===== src/core/ccdo_pkg.sv =====
// package: opcodes, widths and reset values for the clear/call/decrement executor
package ccdo_pkg;
  localparam int FILE_ADDR_W = 7;
  localparam int DATA_W      = 8;
  localparam int PC_W        = 15;
  localparam int PC_LO_W     = 8;
  localparam int PC_HI_W     = 7;
  localparam int LATCH_W     = 8;
  localparam int WDT_W       = 8;
  localparam int WDT_PRE_W   = 8;

  localparam logic [DATA_W-1:0]    ZERO_BYTE     = 8'h00;
  localparam logic [DATA_W-1:0]    ONE_BYTE      = 8'h01;
  localparam logic [PC_W-1:0]      PC_STEP       = 15'h0001;
  localparam logic [PC_W-1:0]      PC_RESET      = 15'h0000;
  localparam logic [WDT_W-1:0]     WDT_CLEAR     = 8'h00;
  localparam logic [WDT_PRE_W-1:0] WDT_PRE_CLEAR = 8'h00;
  localparam logic                 DEST_ACC      = 1'b0;
  localparam logic                 DEST_FILE     = 1'b1;
  localparam logic                 FLAG_N_SET    = 1'b1;

  typedef enum logic [2:0] {
    CCDO_OP_NONE,
    CCDO_OP_CALL_ACC,
    CCDO_OP_CLR_FILE,
    CCDO_OP_CLR_ACC,
    CCDO_OP_KICK_WDT,
    CCDO_OP_INV_FILE,
    CCDO_OP_DEC_FILE
  } ccdo_op_e;

  typedef enum logic [1:0] {
    CCDO_ST_IDLE,
    CCDO_ST_CALL2
  } ccdo_state_e;
endpackage


===== src/core/ccdo_alu_if.sv =====
// interface: operand and result path between the executor and its alu
`timescale 1ns/1ps
interface ccdo_alu_if;
  import ccdo_pkg::*;
  ccdo_op_e          op;
  logic [DATA_W-1:0] operand;
  logic [DATA_W-1:0] result;
  logic              result_zero;
  modport ctrl (output op, output operand, input result, input result_zero);
  modport alu  (input op, input operand, output result, output result_zero);
endinterface


===== src/core/ccdo_alu.sv =====
// combinational alu for clear, invert and decrement
`timescale 1ns/1ps
module ccdo_alu
  import ccdo_pkg::*;
(
  ccdo_alu_if.alu a
);
  always_comb begin
    case (a.op)
      CCDO_OP_CLR_FILE,
      CCDO_OP_CLR_ACC:  a.result = ZERO_BYTE;
      CCDO_OP_INV_FILE: a.result = ~a.operand;
      CCDO_OP_DEC_FILE: a.result = a.operand - ONE_BYTE;
      default:          a.result = a.operand;
    endcase
    a.result_zero = (a.result == ZERO_BYTE);
  end
endmodule


===== src/core/ccdo_exec.sv =====
// executor for call-via-acc, clears, watchdog kick, invert and decrement
`timescale 1ns/1ps

// Functional notes
// - A call via the accumulator pushes the current pc plus one onto the return stack.
// - That call loads the accumulator into pc bits 7..0 and latch bits 6..0 into pc 14..8.
// - That call takes two cycles, has no operand and leaves all status flags alone.
// - Clearing a file register writes zero to the 7-bit addressed register and sets zero.
// - Clearing the accumulator writes zero to it and sets the zero flag.
// - A watchdog kick resets the watchdog counter to zero.
// - A watchdog kick also clears the watchdog prescaler.
// - A watchdog kick sets both active-low expiry and sleep flags to one.
// - Invert complements the register, to accumulator if dest is 0, else back to the file.
// - Decrement subtracts one, to accumulator if dest is 0, else back to the file.
module ccdo_exec
  import ccdo_pkg::*;
(
  input  wire logic                   clock,
  input  wire logic                   rst,
  input  wire logic                   instr_valid,
  input  wire ccdo_op_e               instr_op,
  input  wire logic [FILE_ADDR_W-1:0] instr_file_addr,
  input  wire logic                   instr_dest,
  input  wire logic [DATA_W-1:0]      file_rdata,
  input  wire logic [DATA_W-1:0]      acc_in,
  input  wire logic [LATCH_W-1:0]     upper_pc_latch,
  input  wire logic [PC_W-1:0]        pc_in,
  output logic                        busy,
  output logic                        done,
  output logic [FILE_ADDR_W-1:0]      file_addr,
  output logic                        file_we,
  output logic [DATA_W-1:0]           file_wdata,
  output logic                        acc_we,
  output logic [DATA_W-1:0]           acc_wdata,
  output logic                        zero_we,
  output logic                        zero_flag,
  output logic                        stack_push,
  output logic [PC_W-1:0]             stack_top,
  output logic                        pc_load,
  output logic [PC_W-1:0]             pc_target,
  output logic                        wdt_clear,
  output logic [WDT_W-1:0]            wdt_count_value,
  output logic [WDT_PRE_W-1:0]        wdt_prescaler_value,
  output logic                        status_we_n_flags,
  output logic                        watchdog_expiry_flag_n,
  output logic                        sleep_entered_flag_n
);
  // ----------------------------------------------------------------
  // state record
  // ----------------------------------------------------------------
  typedef struct packed {
    ccdo_state_e                 st;
    logic                        busy;
    logic                        done;
    logic [FILE_ADDR_W-1:0]      file_addr;
    logic                        file_we;
    logic [DATA_W-1:0]           file_wdata;
    logic                        acc_we;
    logic [DATA_W-1:0]           acc_wdata;
    logic                        zero_we;
    logic                        zero_flag;
    logic                        stack_push;
    logic [PC_W-1:0]             stack_top;
    logic                        pc_load;
    logic [PC_W-1:0]             pc_target;
    logic                        wdt_clear;
    // watchdog load values, meaningful only with wdt_clear
    logic [WDT_W-1:0]            wdt_count;
    logic [WDT_PRE_W-1:0]        wdt_pre;
    logic                        flags_we;
    // values for the two active-low status flags, meaningful only with flags_we
    logic                        expiry_n;
    logic                        sleep_n;
  } ccdo_state_s;

  ccdo_state_s state_reg;
  ccdo_state_s state_next;

  // ----------------------------------------------------------------
  // alu: operand comes straight from the file read port
  // ----------------------------------------------------------------
  ccdo_alu_if alu_bus ();
  ccdo_alu u_alu (.a(alu_bus));

  assign alu_bus.op      = instr_op;
  assign alu_bus.operand = file_rdata;

  // ----------------------------------------------------------------
  // call addresses, formed in the cycle the call is taken
  // ----------------------------------------------------------------
  logic [PC_W-1:0] return_addr;
  logic [PC_W-1:0] call_target;

  assign return_addr = pc_in + PC_STEP;
  assign call_target = {upper_pc_latch[PC_HI_W-1:0], acc_in[PC_LO_W-1:0]};

  // ----------------------------------------------------------------
  // next state
  // ----------------------------------------------------------------
  always_comb begin
    state_next            = state_reg;
    state_next.done       = 1'b0;
    state_next.file_we    = 1'b0;
    state_next.acc_we     = 1'b0;
    state_next.zero_we    = 1'b0;
    state_next.stack_push = 1'b0;
    state_next.pc_load    = 1'b0;
    state_next.wdt_clear  = 1'b0;
    state_next.flags_we   = 1'b0;
    case (state_reg.st)
      CCDO_ST_IDLE: begin
        state_next.busy = 1'b0;
        // single-cycle ops answer on the next edge
        if (instr_valid) begin
          case (instr_op)
            CCDO_OP_CALL_ACC: begin
              state_next.stack_push = 1'b1;
              state_next.stack_top  = return_addr;
              state_next.pc_target  = call_target;
              state_next.busy       = 1'b1;
              state_next.st         = CCDO_ST_CALL2;
            end
            CCDO_OP_CLR_FILE: begin
              state_next.file_addr  = instr_file_addr;
              state_next.file_we    = 1'b1;
              state_next.file_wdata = alu_bus.result;
              state_next.zero_we    = 1'b1;
              state_next.zero_flag  = 1'b1;
              state_next.done       = 1'b1;
            end
            CCDO_OP_CLR_ACC: begin
              state_next.acc_we     = 1'b1;
              state_next.acc_wdata  = alu_bus.result;
              state_next.zero_we    = 1'b1;
              state_next.zero_flag  = 1'b1;
              state_next.done       = 1'b1;
            end
            CCDO_OP_KICK_WDT: begin
              state_next.wdt_clear  = 1'b1;
              state_next.wdt_count  = WDT_CLEAR;
              state_next.wdt_pre    = WDT_PRE_CLEAR;
              state_next.flags_we   = 1'b1;
              state_next.expiry_n   = FLAG_N_SET;
              state_next.sleep_n    = FLAG_N_SET;
              state_next.done       = 1'b1;
            end
            CCDO_OP_INV_FILE,
            CCDO_OP_DEC_FILE: begin
              state_next.file_addr  = instr_file_addr;
              if (instr_dest == DEST_FILE) begin
                state_next.file_we    = 1'b1;
                state_next.file_wdata = alu_bus.result;
              end else begin
                state_next.acc_we     = 1'b1;
                state_next.acc_wdata  = alu_bus.result;
              end
              state_next.zero_we    = 1'b1;
              state_next.zero_flag  = alu_bus.result_zero;
              state_next.done       = 1'b1;
            end
            // unknown codes change nothing
            default: state_next.done = 1'b0;
          endcase
        end
      end
      CCDO_ST_CALL2: begin
        // second cycle: redirect pc, no status flag touched
        // an instruction offered now is dropped; decode must hold it
        state_next.pc_load = 1'b1;
        state_next.done    = 1'b1;
        state_next.busy    = 1'b0;
        state_next.st      = CCDO_ST_IDLE;
      end
      default: state_next.st = CCDO_ST_IDLE;
    endcase
  end

  // ----------------------------------------------------------------
  // registers
  // ----------------------------------------------------------------
  always_ff @(posedge clock) begin
    if (rst) begin
      // pulses low, data zero, active-low flags high
      state_reg            <= '0;
      state_reg.st         <= CCDO_ST_IDLE;
      state_reg.stack_top  <= PC_RESET;
      state_reg.pc_target  <= PC_RESET;
      state_reg.expiry_n   <= FLAG_N_SET;
      state_reg.sleep_n    <= FLAG_N_SET;
      state_reg.wdt_count  <= WDT_CLEAR;
      state_reg.wdt_pre    <= WDT_PRE_CLEAR;
    end else begin
      state_reg <= state_next;
    end
  end

  // ----------------------------------------------------------------
  // outputs
  // ----------------------------------------------------------------
  assign busy                   = state_reg.busy;
  assign done                   = state_reg.done;
  assign file_addr              = state_reg.file_addr;
  assign file_we                = state_reg.file_we;
  assign file_wdata             = state_reg.file_wdata;
  assign acc_we                 = state_reg.acc_we;
  assign acc_wdata              = state_reg.acc_wdata;
  assign zero_we                = state_reg.zero_we;
  assign zero_flag              = state_reg.zero_flag;
  assign stack_push             = state_reg.stack_push;
  assign stack_top              = state_reg.stack_top;
  assign pc_load                = state_reg.pc_load;
  assign pc_target              = state_reg.pc_target;
  assign wdt_clear              = state_reg.wdt_clear;
  assign wdt_count_value        = state_reg.wdt_count;
  assign wdt_prescaler_value    = state_reg.wdt_pre;
  assign status_we_n_flags      = state_reg.flags_we;
  assign watchdog_expiry_flag_n = state_reg.expiry_n;
  assign sleep_entered_flag_n   = state_reg.sleep_n;
endmodule


===== config.mk =====
export PLATFORM = sky130hd
export DESIGN_NAME = ccdo_exec
export DESIGN_NICKNAME = d
export VERILOG_FILES = /design/src/core/ccdo_pkg.sv /design/src/core/ccdo_alu_if.sv /design/src/core/ccdo_alu.sv /design/src/core/ccdo_exec.sv
export SDC_FILE = /design/constraint.sdc
export NUM_CORES = 1
export LEC_CHECK = 0
export ABC_CLOCK_PERIOD_IN_PS = 3900
export BUFFER_PORTS_ARGS = -buffer_cell sky130_fd_sc_hd__buf_2
export CORE_AREA = 2 2 77 153
export DETAILED_ROUTE_END_ITERATION = 10
export DIE_AREA = 0 0 79 155
export PLACE_DENSITY = 0.64
export REMOVE_ABC_BUFFERS = 1
export SYNTH_ARGS = -nofsm -noshare
export SYNTH_HDL_FRONTEND = slang
export SYNTH_HIERARCHICAL = 1
export SYNTH_SLANG_ARGS = --single-unit

===== constraint.sdc =====
create_clock -name clock -period 3.9 [get_ports clock]
set_clock_uncertainty 0.15 [all_clocks]
set_input_delay 0.39 -clock clock [delete_from_list [all_inputs] [get_ports clock]]
set_output_delay 0.39 -clock clock [all_outputs]
set_load 0.02 [all_outputs]

Yosys cells after proc, flatten, opt, wreduce, memory -nomap -nowiden. Cells that the tools add are included.

Register bits after elaboration: 64. Input port bits: 53. Output and inout bits: 81. Logic and storage cells: 59.

$add $sub $neg: 2. Equality and inequality tests: 8. Multiplexer cells: 13. Bitwise gates (word level): 3. Reduce and logical (&&, ||, !) cells: 17.

Operators by type and width (count): 45-bit 2-to-1 mux (1); 16-bit one-hot mux with 2 select lines (1); 8-bit one-hot mux with 3 select lines (1); 20-bit 2-to-1 mux (1); 9-bit 2-to-1 mux (2); 9-bit one-hot mux with 2 select lines (1); 16-bit 2-to-1 mux (1); 15-bit by 1-bit adder with 15-bit output, second input constant (1); 3-bit == test, second input constant (3); 3-bit AND reduction (3); 8-bit zero test (1); 8-bit NOT (1); 2-bit one-hot mux with 2 select lines (2); 4-bit AND reduction (2); 2-bit nonzero test (4); 8-bit by 1-bit subtractor with 8-bit output, second input constant (1); 3-bit by 2-bit == test with 1-bit output, second input constant (2); 2-bit OR reduction (3); 5-bit OR reduction (1); 2-bit != test, second input constant (2); 3-bit by 1-bit == test with 1-bit output, second input constant (1); 1-bit 2-to-1 mux (3); 3-bit OR reduction (1); 2-bit zero test (1); other kinds (2) (3).

Logic depth before layout (Yosys ltp).
Word-level depth: 7. Gate-level depth with buffers: 9.

Modules after synthesis. Netlist, hierarchy kept.

By module, submodules not included: ccdo_exec (times used 1, cells each 314, area each 2786.4 µm²); ccdo_alu (times used 1, cells each 63, area each 464.2 µm²).

Least setup slack after synthesis. Ideal clock, no wire load.

Path type: input to register. From: input file_rdata[0]. To: register state_reg, in the netlist zero_flag. Arrival: 2203 ps. Slack: 1462 ps. Cell stages on the path: 9. Buffers on the path: 0. Path through: inv_1 -> ha_1 -> nor4b_1 -> xnor2_1 -> o21ai_0 -> or4_1 -> nor4_2 -> o32ai_1 -> a211oi_1.

Cells in the longest elaborated chain, start to end: 4. Elaborated cells on any way between the ends: 5. Those cells by class: 1 x add/sub; 2 x mux; 1 x bitwise; 1 x reduce/logical.

Ends and longest elaborated chain: from (decl) (RTL line ccdo_exec.sv:24) `input wire logic [DATA_W-1:0] file_rdata,`; 8-bit by 1-bit subtractor with 8-bit output (RTL line ccdo_alu.sv:13) `CCDO_OP_DEC_FILE: a.result = a.operand - ONE_BYTE;`; 8-bit one-hot mux with 3 select lines (RTL line ccdo_alu.sv:9) `case (a.op)`; via alu_bus.result[4] (RTL line ccdo_alu_if.sv:7) `logic [DATA_W-1:0] result;`; 8-bit zero test (RTL line ccdo_alu.sv:16) `a.result_zero = (a.result == ZERO_BYTE);`; via alu_bus.result_zero (RTL line ccdo_alu_if.sv:8) `logic result_zero;`; 2-bit one-hot mux with 2 select lines (RTL line ccdo_exec.sv:115) `case (instr_op)`; to (signal assigned) (RTL line ccdo_exec.sv:193) `state_reg <= state_next;`; to (decl) (RTL line ccdo_exec.sv:76) `ccdo_state_s state_reg;`.

The timed path passes the listed nets, and every way through them passes these cells. A chain may end at the register's enable or synchronous reset.

Worst setup path after layout. Ends and elaborated chain as after synthesis.

==> summary.md <==
| Metric | Value |
|---|---|
| PnR worst setup slack | `1.42 ns` |
| Core box area | `0.0111 mm2` |
| Status | `finished clean` |
| Sequential-to-total area share from yosys stat | `0.388` |
| Element type at the critical path end | `flop` |
| Pre-CTS setup slack | `1.08 ns` |
| CTS sink count | `63` |
| Syn avg cell area | `8.62 um2` |
| Vias in the first global route | `2720` |
| # diodes | `0` |
| Area growth from synthesis to layout | `27.8%` |
| Worst-margin pin slew | `1.08 ns` |
| Number of warnings issued by yosys | `6` |
| Vias | `2873` |
| Crit path DAT | `2.58 ns` |
| RSZ-0062 raised after global routing | `false` |
| WP data required | `4.00 ns` |
| Detailed Routing Iterations Pass 1 | `4` |
| R2r worst-path depth | `5` |
| Clk pin slew, worst setup/hold paths | `0.06 ns` |
| RePlAce Congestion | `0.776` |
| Most common flop cell mapped by yosys | `dfxtp_1` |
| Row count | `55` |
| CTS tree | `yes` |
| Total GRT Usage | `0.132` |
| Worst-path maximum fanout | `7` |
| Fraction of layout cells with a size suffix above 1 | `0.305` |
| DIE AREA | `0.0122 mm2` |
| Io pins | `134` |
| Share of the synthesized area in the top cell type | `0.388` |
| FMAX | `0.403 GHz` |
| Die Y | `155 um` |
| I/O Buffers | `114` |
| Hold crit path type | `in2reg` |
| Dominant cell type by area after synthesis | `dfxtp_1` |
| Post-DP HPWL | `5.63 mm` |
| # hold bufs at CTS | `0` |
| 1st-iter DRT viols | `144` |
| Fin. Hold Viols | `0` |
| Drt total wl | `7.79 mm` |
| Number of H-tree levels | `3` |
| Initial antenna violation count | `0` |
| Max-slew violation count | `0` |
| Root cell of the clock tree | `clkbuf_16` |
| # fillers | `1187` |
| Setup Fix Bufs, Post-CTS | `0` |
| Pwr Total | `0.00184 W` |
| WHS Path Cells | `3` |
| Leak pwr | `1.77 nW` |
| Setup-failing EPs final | `0` |
| Post-synthesis register bit count | `63` |
| CTS Buffer Depth | `2` |
| Final Critical Period | `2.48 ns` |
| Tcrit/Tclk final | `0.637` |
| Initial Utilization | `0.292` |
| Startpoint types | `input pin` |
| DR DRC count | `0` |
| Post-synthesis cell count | `377` |
| MaxCap Viol Count | `0` |
| Ys async rst share | `0` |
| Clk Latency, worst-skew pair | `0.33 ns` |
| Worst Setup Path Type | `in2reg` |
| Biggest registers after layout | `pc_target: 15 flops, stack_top: 15 flops` |
| Final ANT Viol Nets | `0` |
| Wire per inst | `12.4 um` |
| First-pass GRT wire length | `13.0 mm` |
| Normalized max-slew margin | `0.283` |
| Post-synth EDFFs | `0` |
| Power density cells | `442 mW/mm2` |
| Post-Syn Area | `0.00325 mm2` |
| CTS buffer count | `9` |
| Pin count of the biggest net entering global routing | `34` |
| Nets | `536` |
| Setup TNS | `0 ns` |
| Die X | `79 um` |
| Synth cell types | `52` |
| Global route total overflow | `0` |
| VDD IR-drop max | `0.000211 V` |
| # resized after CTS | `0` |
| Via density | `4.58` |
| Synth area leaders | `dfxtp_1 (39%), mux2i_1 (5.2%), buf_4 (5.1%), nand2_1 (5.1%), nor2_1 (5.0%)` |
-- final timing paths --
| kind | start | to | slack, ns |
|---|---|---|---|
| worst min register to register | pc_target[6] | pc_target[6] | 0.30 |
| worst max-delay path | file_rdata[0] | zero_flag | 1.42 |
| worst min-delay path | instr_file_addr[4] | file_addr[4] | 0.14 |
| worst max register to register | state_reg[81] | pc_target[14] | 1.67 |
-- cell usage in the layout (no fill, tap or decap), types with 3 or more instances in the layout --
master	n
conb_1	18
bufinv_16	3
xor2_1	9
buf_4	3
nand3b_1	4
nand3_1	8
buf_2	114
nor2_1	43
xnor2_1	12
nand2b_1	14
nor3_1	5
nand2_1	44
nor4b_1	3
a211oi_1	13
clkbuf_16	9
a21oi_1	22
dfxtp_1	63
and3_1	3
o21ai_0	20
inv_1	4
mux2i_1	17
nor2b_1	13
nand4_1	6
-- through the flow --
step / util / area (um2) / hold WS (ns) / cells
3_3_place_gp: 0.342 / 3810 / 0.290 / 612
4_1_cts: 0.373 / 4150 / 0.137 / 627
6_report: 0.373 / 4150 / 0.144 / 627
5_1_grt: 0.373 / 4150 / 0.145 / 627
3_5_place_dp: 0.342 / 3810 / 0.294 / 612
2_1_floorplan: - / 3040 / 0.305 / 353
-- critical path, stage by stage --
cell and delay, ns:
buf_2 0.14, inv_1 0.08, ha_1 0.18, nor4b_1 0.41, xnor2_1 0.18, o21ai_0 0.16, or4_1 0.55, nor4_2 0.15
o32ai_1 0.12, a211oi_1 0.23
-- layout make-up --
class	count	area, um2	share of cell area
multi-input cells	286	1760	0.424
flip-flops and latches	63	1260	0.304
repair buffers	117	593	0.143
clock buffers	10	239	0.0575
well taps	142	178	0.0428
clock inverters	5	106	0.0256
inverters	4	15.0	0.00362
-- Yosys cell counts, drive strengths merged, types with 4 or more instances --
cell type / n
nand3b: 4
nand4: 7
nand2: 44
o21ai: 21
xor2: 9
mux2i: 17
nand3: 8
nor2b: 13
xnor2: 12
nor2: 43
buf: 33
clkbuf: 6
a211oi: 14
nor3: 5
dfxtp: 63
a21oi: 23
nand2b: 14
inv: 4
-- cell families (layout without fill, tap and decap cells) --
| kind of cell | after synthesis | in the layout | synth area share |
|---|---|---|---|
| AO/OA/AOI/OAI | 73 | 73 | 0.150 |
| XOR/XNOR | 21 | 21 | 0.0566 |
| adder cells (fa/ha/maj) | 2 | 2 | 0.00770 |
| buffers and inverters | 44 | 136 | 0.0889 |
| flip-flops | 63 | 63 | 0.388 |
| multiplexers | 17 | 17 | 0.0523 |
| other | 2 | 18 | 0.00231 |
| AND/OR/NAND/NOR | 155 | 155 | 0.254 |
-- power by group --
group,leakage (nW),total [W],switching (W),internal [W]
combinational,1.10,0.000241,0.000154,0.0000872
sequential,0.511,0.000675,0.00000946,0.000666
clock,0.165,0.000919,0.000281,0.000638
total,1.77,0.00184,0.000444,0.00139
-- metal layers --
layer	up-vias	routed length [um]	share of wire	track usage
li1	1472	-	-	-
met1	1282	3540	0.45	0.172
met2	106	3450	0.44	0.200
met3	13	656	0.084	0.0406
met4	0	147	0.019	0.0542
met5	-	0	0	0
Power figures use the tool's default switching activity.
